<file path="src/pmcr_pkg.sv">
package pmcr_pkg;
	// clock and time figures
	localparam int CLK_HZ         = 40_000_000;
	localparam int CYC_PER_MS     = CLK_HZ / 1000;
	localparam int QUIET_MIN_MS   = 1200;
	localparam int QUIET_MAX_MS   = 1500;
	localparam int QUIET_CYC      = QUIET_MIN_MS * CYC_PER_MS;
	localparam int PHY_RST_MS     = 50;
	localparam int PHY_RST_CYC    = PHY_RST_MS * CYC_PER_MS;
	localparam int PDN_READY_MS   = 500;
	localparam int PDN_READY_CYC  = PDN_READY_MS * CYC_PER_MS;
	localparam int JABBER_MS      = 20;
	localparam int JABBER_CYC     = JABBER_MS * CYC_PER_MS;
	localparam int PIN_RST_NS     = 100;
	localparam int CLK_PERIOD_NS  = 25;
	localparam int PIN_RST_CYC    = (PIN_RST_NS + CLK_PERIOD_NS - 1)
	                                / CLK_PERIOD_NS;
	localparam int POL_BAD_PULSES = 3;

	// register byte offsets
	localparam logic [7:0] OFS_MAC_CTRL  = 8'h00;
	localparam logic [7:0] OFS_PHY_CTRL  = 8'h04;
	localparam logic [7:0] OFS_PHY_CFG   = 8'h08;
	localparam logic [7:0] OFS_PHY_STAT  = 8'h0C;
	localparam logic [7:0] OFS_PHY_SOUT  = 8'h10;
	localparam logic [7:0] OFS_PHY_MASK  = 8'h14;
	localparam logic [7:0] OFS_MAC_IRQ   = 8'h18;

	// mac control fields
	localparam int MC_SOFT_RST  = 0;
	localparam int MC_NEG_ALLOW = 1;
	localparam int MC_SPEED     = 2;
	localparam int MC_DUPLEX    = 3;
	// phy control fields
	localparam int PC_SELF_RST  = 15;
	localparam int PC_LOOPBACK  = 14;
	localparam int PC_SPEED     = 13;
	localparam int PC_NEG_EN    = 12;
	localparam int PC_POWER_OFF = 11;
	localparam int PC_ISOLATE   = 10;
	localparam int PC_RESTART   = 9;
	localparam int PC_DUPLEX    = 8;
	// phy configuration fields
	localparam int CF_LINK_DIS  = 0;
	localparam int CF_JAB_DIS   = 1;
	localparam int CF_APOL_DIS  = 2;
	// latched bit positions: status [3:0], status output uses same order
	localparam int LB_LINK      = 0;
	localparam int LB_JABBER    = 1;
	localparam int LB_REVPOL    = 2;
	localparam int LB_NEGDONE   = 3;
	// status output fields
	localparam int SO_IRQ       = 4;
	localparam int SO_SPEED     = 5;
	localparam int SO_DUPLEX    = 6;
	localparam int SO_READY     = 7;

	// reset values
	localparam logic       RST_NEG_ALLOW = 1'b0;
	localparam logic       RST_MAC_SPEED = 1'b1;
	localparam logic       RST_MAC_DUPLEX_SELECT  = 1'b0;
	localparam logic       RST_PHY_SPEED = 1'b1;
	localparam logic       RST_PHY_NEGEN = 1'b1;
	localparam logic       RST_PHY_DUPLEX_SELECT  = 1'b0;
	localparam logic [3:0] RST_MASK      = 4'h0;

	typedef logic [25:0] pmcr_cnt_t;

	typedef enum logic [1:0] {
		NEG_OFF,
		NEG_QUIET,
		NEG_LINKFAIL,
		NEG_DONE
	} pmcr_neg_t;

	// software-visible control bits
	typedef struct packed {
		logic softReset;
		logic macNegotiationAllow;
		logic macSpeed100;
		logic macDuplex;
		logic phySelfReset;
		logic loopback;
		logic phySpeed100;
		logic phyNegotiationEnable;
		logic phyPowerOff;
		logic phyIsolate;
		logic duplexSelect;
		logic linkDisable;
		logic jabberDisable;
		logic autopolarityDisable;
		logic [3:0] mask;
	} pmcr_ctl_t;

	// link-side inputs from the datapath and negotiation engine
	typedef struct packed {
		logic linkUp;
		logic negComplete;
		logic negSpeed100;
		logic negFullDuplex;
		logic rxActive;
		logic linkPulseOk;
		logic linkPulseWrong;
		logic soiWrong;
	} pmcr_link_t;
endpackage : pmcr_pkg

</file>
<file path="src/pmcr_phy_mode_control.sv">
// Operation
// - negotiation runs only while mac allow and phy enable bits are both set
// - enabling negotiation silences transmit 1200-1500 ms, then link fail
// - mac allow clear takes speed and duplex from mac control bits
// - allow set, enable clear takes speed and duplex from phy control
// - done flag set only after a started negotiation completes
// - restart bit starts a fresh negotiation while negotiation runs; ignored otherwise
// - link disable forces link pass, control-bit speed/duplex, idle kept
// - at 10 Mbps a long transmit forces idle, half-duplex collision, jabber flags
// - jabber disable bit switches jabber detection off entirely
// - 3 bad link pulses or one bad idle pulse flag reversed polarity
// - reversed polarity corrected unless disabled; none at 100 Mbps
// - full duplex allows simultaneous traffic and never signals collision
// - with negotiation off, speed select forces 100 or 10 Mbps
// - loopback returns tx data and enable, disables line, halts pulses
// - powerdown floats outputs; exit clears off then isolate, ready 500 ms
// - latched bits catch changes, raise interrupt; read clears, refreshes
// - pending interrupt shows in mac summary and status output flag
// - pin high 100 ns or soft reset bit resets all; bit not self-clearing
// - after pin reset, a present enabled memory loads configuration
// - phy self reset bit self-clears, reads 1 until done, restores defaults
// - phy resets on pin or soft reset fall; ready 50 ms later
module pmcr_phy_mode_control
	import pmcr_pkg::*;
#(
	parameter int QUIET_CYCLES   = QUIET_CYC,
	parameter int PHY_RST_CYCLES = PHY_RST_CYC,
	parameter int PDN_CYCLES     = PDN_READY_CYC,
	parameter int JABBER_CYCLES  = JABBER_CYC
) (
	input  wire logic        clk,            // 40 MHz system clock
	input  wire logic        sys_rst,        // synchronous reset, high
	input  wire logic        hsel,           // ahb slave select
	input  wire logic [31:0] haddr,          // ahb address
	input  wire logic [1:0]  htrans,         // ahb transfer type
	input  wire logic        hwrite,         // ahb write
	input  wire logic [2:0]  hsize,          // ahb size, word only
	input  wire logic [31:0] hwdata,         // ahb write data
	input  wire logic        hready,         // ahb bus ready
	output logic      [31:0] hrdata,         // ahb read data
	output logic             hreadyout,      // ahb slave ready
	output logic             hresp,          // ahb response, okay
	input  wire logic        chipResetPin,   // external reset pin, high
	input  wire logic        eePresent,      // config memory fitted
	input  wire logic        eeEnable,       // config memory load enabled
	input  wire pmcr_link_t  linkIn,         // link-side status
	input  wire logic        miiTxEn,        // internal mii transmit enable
	input  wire logic [3:0]  miiTxd,         // internal mii transmit data
	output logic      [3:0]  loopRxd,        // looped receive data
	output logic             loopCrs,        // looped carrier sense
	output logic             loopActive,     // loopback path selected
	output logic             miiCol,         // collision to mac
	output logic             tpTxOn,         // line transmitter allowed
	output logic             tpRxOn,         // line receiver allowed
	output logic             linkPulseOn,    // link pulses / idle allowed
	output logic             tpOutEn_n,      // line driver enable, low on
	output logic             miiIsolated,    // mii outputs held idle
	output logic             polarityInvert, // invert receive polarity
	output logic             speed100,       // effective speed 100 Mbps
	output logic             fullDuplex,     // effective full duplex
	output logic             negRunning,     // negotiation engine enabled
	output logic             negKick,        // pulse: restart engine
	output logic             linkPass,       // link pass state
	output logic             phyReady,       // phy ready for operation
	output logic             phyInReset,     // phy circuits held in reset
	output logic             chipReset,      // chip-wide reset active
	output logic             eeLoadStart,    // pulse: load config memory
	output logic             macIrq          // mac interrupt summary
);

	typedef struct packed {
		pmcr_ctl_t   ctl;
		pmcr_neg_t   neg;
		pmcr_cnt_t   negCnt;
		pmcr_cnt_t   rstCnt;
		pmcr_cnt_t   pdnCnt;
		pmcr_cnt_t   jabCnt;
		logic [2:0]  pinCnt;
		logic        pinWasRst;
		logic        softWas;
		logic        negActWas;
		logic        negDone;
		logic        negSpd;
		logic        negDpx;
		logic        jabber;
		logic [1:0]  badPulses;
		logic        revPol;
		logic [3:0]  latched;
		logic [3:0]  pending;
		logic        dValid;
		logic [7:0]  dAddr;
		logic [31:0] hrdata;
		logic [3:0]  rxd;
		logic        crs;
		logic        lpbk;
		logic        col;
		logic        txOn;
		logic        rxOn;
		logic        pulseOn;
		logic        outEn_n;
		logic        isolated;
		logic        polInv;
		logic        spd;
		logic        dpx;
		logic        negRun;
		logic        kick;
		logic        linkOk;
		logic        ready;
		logic        phyRst;
		logic        chipRst;
		logic        eeLoad;
		logic        irq;
	} pmcr_state_t;

	pmcr_state_t s;
	pmcr_state_t next_s;

	////////////////////////////////////////////////////////////////////////
	// control register defaults, shared by the system reset and the chip reset
	function automatic pmcr_ctl_t ctlDefault(input logic keepSoft);
		pmcr_ctl_t c;
		c = '0;
		c.softReset            = keepSoft;
		c.macNegotiationAllow  = RST_NEG_ALLOW;
		c.macSpeed100          = RST_MAC_SPEED;
		c.macDuplex            = RST_MAC_DUPLEX_SELECT;
		c.phySpeed100          = RST_PHY_SPEED;
		c.phyNegotiationEnable = RST_PHY_NEGEN;
		c.duplexSelect         = RST_PHY_DUPLEX_SELECT;
		c.mask                 = RST_MASK;
		return c;
	endfunction : ctlDefault

	////////////////////////////////////////////////////////////////////////
	// all behaviour: bus slave, resets, negotiation, jabber, polarity
	always_comb begin
		logic       take;
		logic       negAct;
		logic       restart;
		logic       pinRst;
		logic       phyRstNow;
		logic       rdStat;
		logic       spdEff;
		logic       dpxEff;
		logic       linkEff;
		logic [3:0] cur;
		logic [3:0] chg;
		logic [31:0] rd;
		take      = 1'b0;
		negAct    = 1'b0;
		restart   = 1'b0;
		pinRst    = 1'b0;
		phyRstNow = 1'b0;
		rdStat    = 1'b0;
		spdEff    = 1'b0;
		dpxEff    = 1'b0;
		linkEff   = 1'b0;
		cur       = '0;
		chg       = '0;
		rd        = '0;
		next_s    = s;
		next_s.kick   = 1'b0;
		next_s.eeLoad = 1'b0;

		// pin must stay high the full qualifying time before it counts
		if (chipResetPin) begin
			if (s.pinCnt != 3'(PIN_RST_CYC))
				next_s.pinCnt = s.pinCnt + 3'h1;
		end else begin
			next_s.pinCnt = '0;
		end
		pinRst = chipResetPin && (s.pinCnt == 3'(PIN_RST_CYC));
		next_s.pinWasRst = pinRst;
		next_s.softWas   = s.ctl.softReset;

		// address phase capture; reads answer in the following data phase
		take = hsel && htrans[1] && hready;
		next_s.dValid = take && hwrite;
		next_s.dAddr  = haddr[7:0];
		if (take && !hwrite) begin
			unique case (haddr[7:0])
				OFS_MAC_CTRL: begin
					rd[MC_SOFT_RST]  = s.ctl.softReset;
					rd[MC_NEG_ALLOW] = s.ctl.macNegotiationAllow;
					rd[MC_SPEED]     = s.ctl.macSpeed100;
					rd[MC_DUPLEX]    = s.ctl.macDuplex;
				end
				OFS_PHY_CTRL: begin
					rd[PC_SELF_RST]  = s.phyRst;
					rd[PC_LOOPBACK]  = s.ctl.loopback;
					rd[PC_SPEED]     = s.ctl.phySpeed100;
					rd[PC_NEG_EN]    = s.ctl.phyNegotiationEnable;
					rd[PC_POWER_OFF] = s.ctl.phyPowerOff;
					rd[PC_ISOLATE]   = s.ctl.phyIsolate;
					rd[PC_DUPLEX]    = s.ctl.duplexSelect;
				end
				OFS_PHY_CFG: begin
					rd[CF_LINK_DIS] = s.ctl.linkDisable;
					rd[CF_JAB_DIS]  = s.ctl.jabberDisable;
					rd[CF_APOL_DIS] = s.ctl.autopolarityDisable;
				end
				OFS_PHY_STAT, OFS_PHY_SOUT: begin
					rd[3:0]       = s.latched;
					rd[SO_IRQ]    = s.irq;
					rd[SO_SPEED]  = s.spd;
					rd[SO_DUPLEX] = s.dpx;
					rd[SO_READY]  = s.ready;
					rdStat        = 1'b1;
				end
				OFS_PHY_MASK: rd[3:0] = s.ctl.mask;
				OFS_MAC_IRQ:  rd[0]   = s.irq;
				default:      rd      = '0;
			endcase
		end
		next_s.hrdata = rd;

		// data phase write of a whole word
		if (s.dValid) begin
			unique case (s.dAddr)
				OFS_MAC_CTRL: begin
					next_s.ctl.softReset           = hwdata[MC_SOFT_RST];
					next_s.ctl.macNegotiationAllow = hwdata[MC_NEG_ALLOW];
					next_s.ctl.macSpeed100         = hwdata[MC_SPEED];
					next_s.ctl.macDuplex           = hwdata[MC_DUPLEX];
				end
				OFS_PHY_CTRL: begin
					next_s.ctl.loopback    = hwdata[PC_LOOPBACK];
					next_s.ctl.phySpeed100 = hwdata[PC_SPEED];
					next_s.ctl.phyNegotiationEnable = hwdata[PC_NEG_EN];
					next_s.ctl.phyPowerOff = hwdata[PC_POWER_OFF];
					next_s.ctl.phyIsolate  = hwdata[PC_ISOLATE];
					next_s.ctl.duplexSelect = hwdata[PC_DUPLEX];
					restart = hwdata[PC_RESTART];
					// leaving powerdown lands in isolation, ready later
					if (s.ctl.phyPowerOff && !hwdata[PC_POWER_OFF]) begin
						next_s.ctl.phyIsolate = 1'b1;
						next_s.pdnCnt = pmcr_cnt_t'(PDN_CYCLES);
					end
					if (hwdata[PC_SELF_RST])
						phyRstNow = 1'b1;
				end
				OFS_PHY_CFG: begin
					next_s.ctl.linkDisable         = hwdata[CF_LINK_DIS];
					next_s.ctl.jabberDisable       = hwdata[CF_JAB_DIS];
					next_s.ctl.autopolarityDisable = hwdata[CF_APOL_DIS];
				end
				OFS_PHY_MASK: next_s.ctl.mask = hwdata[3:0];
				default: ;
			endcase
		end

		// phy reset: pin released after qualifying, or soft bit falls
		if (s.pinWasRst && !pinRst)
			phyRstNow = 1'b1;
		if (s.softWas && !s.ctl.softReset)
			phyRstNow = 1'b1;
		if (phyRstNow)
			next_s.rstCnt = pmcr_cnt_t'(PHY_RST_CYCLES);
		else if (s.rstCnt != '0)
			next_s.rstCnt = s.rstCnt - pmcr_cnt_t'(1);
		if (s.pdnCnt != '0)
			next_s.pdnCnt = s.pdnCnt - pmcr_cnt_t'(1);

		// config memory load follows a pin reset only
		next_s.eeLoad = s.pinWasRst && !pinRst && eePresent
		                && eeEnable;

		// negotiation engine control
		negAct = s.ctl.macNegotiationAllow
		         && s.ctl.phyNegotiationEnable;
		next_s.negActWas = negAct;
		if (!negAct) begin
			next_s.neg     = NEG_OFF;
			next_s.negDone = 1'b0;
		end else if ((negAct && !s.negActWas) || restart) begin
			next_s.neg     = NEG_QUIET;
			next_s.negCnt  = pmcr_cnt_t'(QUIET_CYCLES);
			next_s.negDone = 1'b0;
		end else begin
			unique case (s.neg)
				NEG_OFF: next_s.neg = NEG_OFF;
				NEG_QUIET: begin
					// all transmission held off through the quiet time
					if (s.negCnt <= pmcr_cnt_t'(1)) begin
						next_s.neg  = NEG_LINKFAIL;
						next_s.kick = 1'b1;
					end else begin
						next_s.negCnt = s.negCnt - pmcr_cnt_t'(1);
					end
				end
				NEG_LINKFAIL: begin
					if (linkIn.negComplete) begin
						next_s.neg     = NEG_DONE;
						next_s.negDone = 1'b1;
						next_s.negSpd  = linkIn.negSpeed100;
						next_s.negDpx  = linkIn.negFullDuplex;
					end
				end
				NEG_DONE: begin
					// losing the link starts a new negotiation
					if (!linkIn.linkUp && !s.ctl.linkDisable) begin
						next_s.neg     = NEG_LINKFAIL;
						next_s.negDone = 1'b0;
						next_s.kick    = 1'b1;
					end
				end
			endcase
		end

		// effective mode selection
		if (!s.ctl.macNegotiationAllow) begin
			spdEff = s.ctl.macSpeed100;
			dpxEff = s.ctl.macDuplex;
		end else if (!s.ctl.phyNegotiationEnable || s.ctl.linkDisable) begin
			spdEff = s.ctl.phySpeed100;
			dpxEff = s.ctl.duplexSelect;
		end else begin
			spdEff = s.negSpd;
			dpxEff = s.negDpx;
		end
		linkEff = s.ctl.linkDisable
		          || (linkIn.linkUp && (!negAct || s.neg == NEG_DONE));

		// jabber: 10 Mbps only and only when not disabled
		if (!spdEff && !s.ctl.jabberDisable && miiTxEn) begin
			if (s.jabCnt >= pmcr_cnt_t'(JABBER_CYCLES))
				next_s.jabber = 1'b1;
			else
				next_s.jabCnt = s.jabCnt + pmcr_cnt_t'(1);
		end else begin
			next_s.jabCnt = '0;
			next_s.jabber = 1'b0;
		end

		// polarity watch at 10 Mbps; a good pulse breaks the run
		if (spdEff) begin
			next_s.badPulses = '0;
			next_s.revPol    = 1'b0;
		end else if (linkIn.soiWrong) begin
			next_s.revPol = 1'b1;
		end else if (linkIn.linkPulseWrong) begin
			if (s.badPulses == 2'(POL_BAD_PULSES - 1))
				next_s.revPol = 1'b1;
			else
				next_s.badPulses = s.badPulses + 2'h1;
		end else if (linkIn.linkPulseOk) begin
			next_s.badPulses = '0;
		end

		// latch-on-change bits; a read reloads them from the current state and clears pending
		cur[LB_LINK]    = linkEff;
		cur[LB_JABBER]  = s.jabber;
		cur[LB_REVPOL]  = s.revPol;
		cur[LB_NEGDONE] = s.negDone;
		chg = cur ^ s.latched;
		for (int i = 0; i < 4; i++) begin
			if (rdStat) begin
				next_s.latched[i] = cur[i];
				next_s.pending[i] = 1'b0;
			end else if (!s.pending[i] && chg[i]) begin
				next_s.latched[i] = cur[i];
				next_s.pending[i] = 1'b1;
			end
		end
		next_s.irq = |(next_s.pending & ~s.ctl.mask);

		// line and mii outputs
		next_s.spd      = spdEff;
		next_s.dpx      = dpxEff;
		next_s.linkOk   = linkEff;
		next_s.negRun   = negAct;
		next_s.lpbk     = s.ctl.loopback;
		next_s.rxd      = s.ctl.loopback ? miiTxd : 4'h0;
		next_s.crs      = s.ctl.loopback && miiTxEn;
		next_s.col      = !dpxEff && !s.ctl.loopback
		                  && ((miiTxEn && linkIn.rxActive) || next_s.jabber);
		next_s.txOn     = !s.ctl.loopback && !s.ctl.phyPowerOff
		                  && !next_s.jabber && s.neg != NEG_QUIET;
		next_s.rxOn     = !s.ctl.loopback && !s.ctl.phyPowerOff;
		next_s.pulseOn  = next_s.txOn;
		next_s.outEn_n  = s.ctl.phyPowerOff;
		next_s.isolated = s.ctl.phyIsolate || s.ctl.phyPowerOff;
		next_s.polInv   = s.revPol && !spdEff
		                  && !s.ctl.autopolarityDisable;
		next_s.ready    = !s.phyRst && s.pdnCnt == '0 && !s.ctl.phyPowerOff;
		next_s.phyRst   = phyRstNow || s.rstCnt > pmcr_cnt_t'(1)
		                  || chipResetPin;
		next_s.chipRst  = pinRst || s.ctl.softReset;

		// chip reset restores control defaults and clears negotiation, latched, pending and polarity state; a soft reset keeps the soft bit itself, a pin reset clears it
		if (pinRst || s.ctl.softReset) begin
			// without a pin reset the written value of the soft bit survives, so software can end it
			next_s.ctl       = ctlDefault(next_s.ctl.softReset
			                              && !pinRst);
			next_s.neg       = NEG_OFF;
			next_s.negDone   = 1'b0;
			next_s.latched   = '0;
			next_s.pending   = '0;
			next_s.revPol    = 1'b0;
			next_s.badPulses = '0;
			next_s.pdnCnt    = '0;
		end else if (phyRstNow) begin
			// phy registers back to defaults, mac side untouched
			next_s.ctl.phySelfReset         = 1'b0;
			next_s.ctl.loopback             = 1'b0;
			next_s.ctl.phySpeed100          = RST_PHY_SPEED;
			next_s.ctl.phyNegotiationEnable = RST_PHY_NEGEN;
			next_s.ctl.phyPowerOff          = 1'b0;
			next_s.ctl.phyIsolate           = 1'b0;
			next_s.ctl.duplexSelect         = RST_PHY_DUPLEX_SELECT;
			next_s.ctl.linkDisable          = 1'b0;
			next_s.ctl.jabberDisable        = 1'b0;
			next_s.ctl.autopolarityDisable  = 1'b0;
			next_s.ctl.mask                 = RST_MASK;
			next_s.neg                      = NEG_OFF;
			next_s.negDone                  = 1'b0;
			next_s.pdnCnt                   = '0;
		end
	end

	////////////////////////////////////////////////////////////////////////
	// state register
	always_ff @(posedge clk) begin
		if (sys_rst) begin
			s              <= '0;
			s.ctl          <= ctlDefault(1'b0);
			s.txOn         <= 1'b0;
			s.outEn_n      <= 1'b1;
		end else begin
			s <= next_s;
		end
	end

	// every output but hreadyout and hresp is a field of the state register
	assign hrdata         = s.hrdata;
	assign hreadyout      = 1'b1;  // zero wait states, no stall path
	assign hresp          = 1'b0;
	assign loopRxd        = s.rxd;
	assign loopCrs        = s.crs;
	assign loopActive     = s.lpbk;
	assign miiCol         = s.col;
	assign tpTxOn         = s.txOn;
	assign tpRxOn         = s.rxOn;
	assign linkPulseOn    = s.pulseOn;
	assign tpOutEn_n      = s.outEn_n;
	assign miiIsolated    = s.isolated;
	assign polarityInvert = s.polInv;
	assign speed100       = s.spd;
	assign fullDuplex     = s.dpx;
	assign negRunning     = s.negRun;
	assign negKick        = s.kick;
	assign linkPass       = s.linkOk;
	assign phyReady       = s.ready;
	assign phyInReset     = s.phyRst;
	assign chipReset      = s.chipRst;
	assign eeLoadStart    = s.eeLoad;
	assign macIrq         = s.irq;

endmodule : pmcr_phy_mode_control

</file>
<file path="config.mk">
export PLATFORM = sky130hd
export DESIGN_NAME = pmcr_phy_mode_control
export DESIGN_NICKNAME = d
export VERILOG_FILES = /design/src/pmcr_pkg.sv /design/src/pmcr_phy_mode_control.sv
export SDC_FILE = /design/constraint.sdc
export NUM_CORES = 1
export LEC_CHECK = 0
export ABC_AREA = 1
export ABC_CLOCK_PERIOD_IN_PS = 2100
export BUFFER_PORTS_ARGS = -buffer_cell sky130_fd_sc_hd__buf_2
export CORE_MARGIN = 8
export CORE_UTILIZATION = 57
export CTS_BUF_LIST = sky130_fd_sc_hd__clkbuf_16
export CTS_CLUSTER_DIAMETER = 120
export DETAILED_ROUTE_END_ITERATION = 10
export PLACE_DENSITY = 0.9
export RECOVER_POWER = 50
export SLEW_MARGIN = 20
export SYNTH_ARGS = -nofsm -noshare
export SYNTH_HDL_FRONTEND = slang
export SYNTH_SLANG_ARGS = --single-unit
</file>
<file path="constraint.sdc">
create_clock -name clk -period 2.1 [get_ports clk]
set_input_delay 0.525 -clock clk [delete_from_list [all_inputs] [get_ports clk]]
set_output_delay 0.525 -clock clk [all_outputs]
set_load 0.1 [all_outputs]
</file>
==> flow_summary.yaml <==
power:
  p_clk_frac: 0.250
  cellInternalPower_mw: 7.40
  powerDensity_nw_per_um2: 1170
  vdd_ir_drop_max_uv: 894
  p_leak_nw: 4.82
  swShare: 0.405
  switchingPower_mw: 5.03
  seqPwrFrac: 0.361
  p_comb_frac: 0.389
cts:
  clk_path_buf_depth: 2
  tritoncts: "yes"
  h-tree-depth: 4
  cts-root-buf: "clkbuf_16"
  clk_pin_slew_worst_paths_ns: 0.07
  hold_buffers: 0
  clock_latency_ns: 0.44
  cts.sinks: 189
  cts_made_buffers: 17
logic_synthesis:
  ys_warn_count: 0
  synth-seq-cells: 189
  syn-cell-area_sq_um: 9670
  synth_cells: 1385
  synthesis.area_per_instance_sq_um: 6.98
  synth.distinct_cells: 51
  yosysSeqAreaShare: 0.391
worst_setup_path:
  r2r_slack_ns: 0.20
  timing.rr.end: "s[133]"
  worstRegToRegCells: 8
  crit_fanout: 10
  crit_required_ns: 2.42
  reg2reg_from: "s[111]"
  path_class: "flip-flop to flip-flop"
  cp_data_arrival_time_ns: 2.22
  crit_path_end_kind: "flip-flop"
  start_kind: "flip-flop"
floorplanning:
  dieArea_sq_um: 21400
  die_w_microns: 146
  die_h_microns: 146
  io_pins: 147
  start_util: 0.583
  core_area_sq_um: 16600
  num_rows: 47
grt:
  grt_overflow_total: 0
  grt_pass1_wl_microns: 40000
  gr-usage-all-layers: 0.223
  grt_pass1_vias: 8606
  grt_max_degree: 30
  antenna_found_initial: 0
final_layout:
  area_growth_syn_to_layout_pct: 10.1
  finalNetCount: 1559
  register_area_sq_um: 3780
  drive_gt1_frac: 0.134
  mostFrequentLayoutCell: "nand2_1"
  diodes: 0
  fill_cells: 1450
  multi_input_area_sq_um: 4940
  final_cell_mix: "nand2_1, nor2_1, dfxtp_1"
drt:
  wl_microns: 24100
  firstDrtPassIters: 5
  vias: 8981
  detail-route-antenna-nets: 0
  wl_per_cell_microns: 14.2
  drc: 0
  dr.first_iter.drc_count: 726
  avgViaCountPerCell: 5.31
timing:
  fin_crit_ns: 1.90
  setup_viol_count_final: 0
  finalMaxSlewViolations: 0
  setup_tns_ns: 0
  fin_crit_sh: 0.906
  worst_hold_slack_ns: 0.295
  skew_ns: 0.0117
  worst_pin_slew_ns: 0.623
  hold_violations: 0
  grt_setup_unrepaired: "no"
  fmaxAchievable_mhz: 525
  relSlewSlack: 0.584
placed_design:
  hpwl_microns: 18200
  gp_congestion: 0.950
  port_buffers: 79
min_path:
  whs_path_depth: 3
  worstHoldStart: "miiTxd[0]"
  holdPathEnd: "loopRxd[0]"
  hp-class: "input port to flip-flop"
status:
  outcome: "complete, no violations"
run:
  cap_violations: 0
## synth_stat cells, drive strengths merged
master   instances  area [sq um]
nand2          316          1240
nor2           268          1060
dfxtp          189          3780
inv            140           528
a21oi           95           475
nand3           95           480
buf             58           435
nor3            39           277
o21ai           31           170
xnor2           28           245
xor2            27           236
nand4           25           178
or2             12          75.1
ha              11           138
clkbuf          10          37.5
nand3b          10          75.1
a211oi           5          42.5
o211ai           5          37.5
nor4             4          31.3
a31oi            3          18.8
conb             2          7.51
nor3b            2          15.0
o2111ai          2          17.5
o22ai            2          18.8
a22oi            1          12.5
a31o             1          8.76
and2             1          6.26
and3             1          6.26
nand2b           1          6.26
o31ai            1          12.5
## what timing repair did
item / CTS / global route
setup buffers: 0 / 1
resized for setup: 0 / 1
endpoints found under the setup margin: 0 / 11
## sequential cells by signal (all words and copies together) (netlist names)
name and count:
s 149, hrdata 15, loopRxd 4, next_s 3, chipReset 1, eeLoadStart 1, fullDuplex 1, linkPass 1
linkPulseOn 1, loopActive 1, loopCrs 1, macIrq 1, miiCol 1, miiIsolated 1, negKick 1, negRunning 1
phyInReset 1, phyReady 1, polarityInvert 1, speed100 1, tpOutEn_n 1, tpRxOn 1
## logic make-up after synthesis
logic type | count (synthesis) | share of synthesized area
other cells | 2 | 0.000776
compound gates | 146 | 0.0842
simple gates | 774 | 0.356
xor+xnor | 55 | 0.0498
buf+inv | 208 | 0.103
fa+ha+maj | 11 | 0.0142
flops | 189 | 0.391
## power by group through the flow
stage	combinational, mW	sequential (mW)	clock [mW]
after floorplan	3.75	4.55	0
after global placement	4.61	4.52	0
after detailed placement	4.75	4.54	0
after CTS	4.80	4.47	3.15
after global routing	5.47	4.54	3.30
final	4.84	4.48	3.11
## cell type report
class	count	share of cell area
clock inverter	15	0.0126
sequential	189	0.355
inverter	140	0.0498
timing repair buffer	105	0.0530
clock buffer	17	0.0399
multi-input combinational	1005	0.464
tap	220	0.0258
## worst max-delay path: stages (launching register included)
cell      delay [ns]
dfxtp_1         0.35
inv_1           0.13
ha_1            0.18
nand2_1         0.08
nor2_1          0.16
nand2_1         0.15
nor2_4          0.27
clkbuf_2        0.37
nor3_2          0.09
## worst max path at each step
| stage | start | to |
|---|---|---|
| after global routing | s[197] | s[85] |
| final | s[111] | s[133] |
| after CTS | s[82] | s[133] |
| after global placement | haddr[1] | macIrq |
| after floorplan | negRunning | s[170] |
| after detailed placement | s[82] | s[133] |
## layer usage
layer,wire [microns],track usage,vias to the layer above
met3,1530,0.0494,46
li1,-,-,4511
met4,587,0.0819,0
met5,0,0,-
met1,10500,0.272,4147
met2,11500,0.378,277
## through the flow
stage / area [sq um] / power, mW / instances / util / worst slack, ns
after detailed placement: 10100 / 9.28 / 1658 / 0.610 / 0.0950
after global routing: 10700 / 13.3 / 1691 / 0.642 / 0.0279
after CTS: 10700 / 12.4 / 1690 / 0.644 / 0.0830
after floorplan: 9740 / 8.30 / 1402 / - / 0.166
after global placement: 10100 / 9.13 / 1658 / 0.610 / 0.177
final: 10700 / 12.4 / 1691 / 0.642 / 0.197
Note: power is estimated with default switching activity, not from simulation.
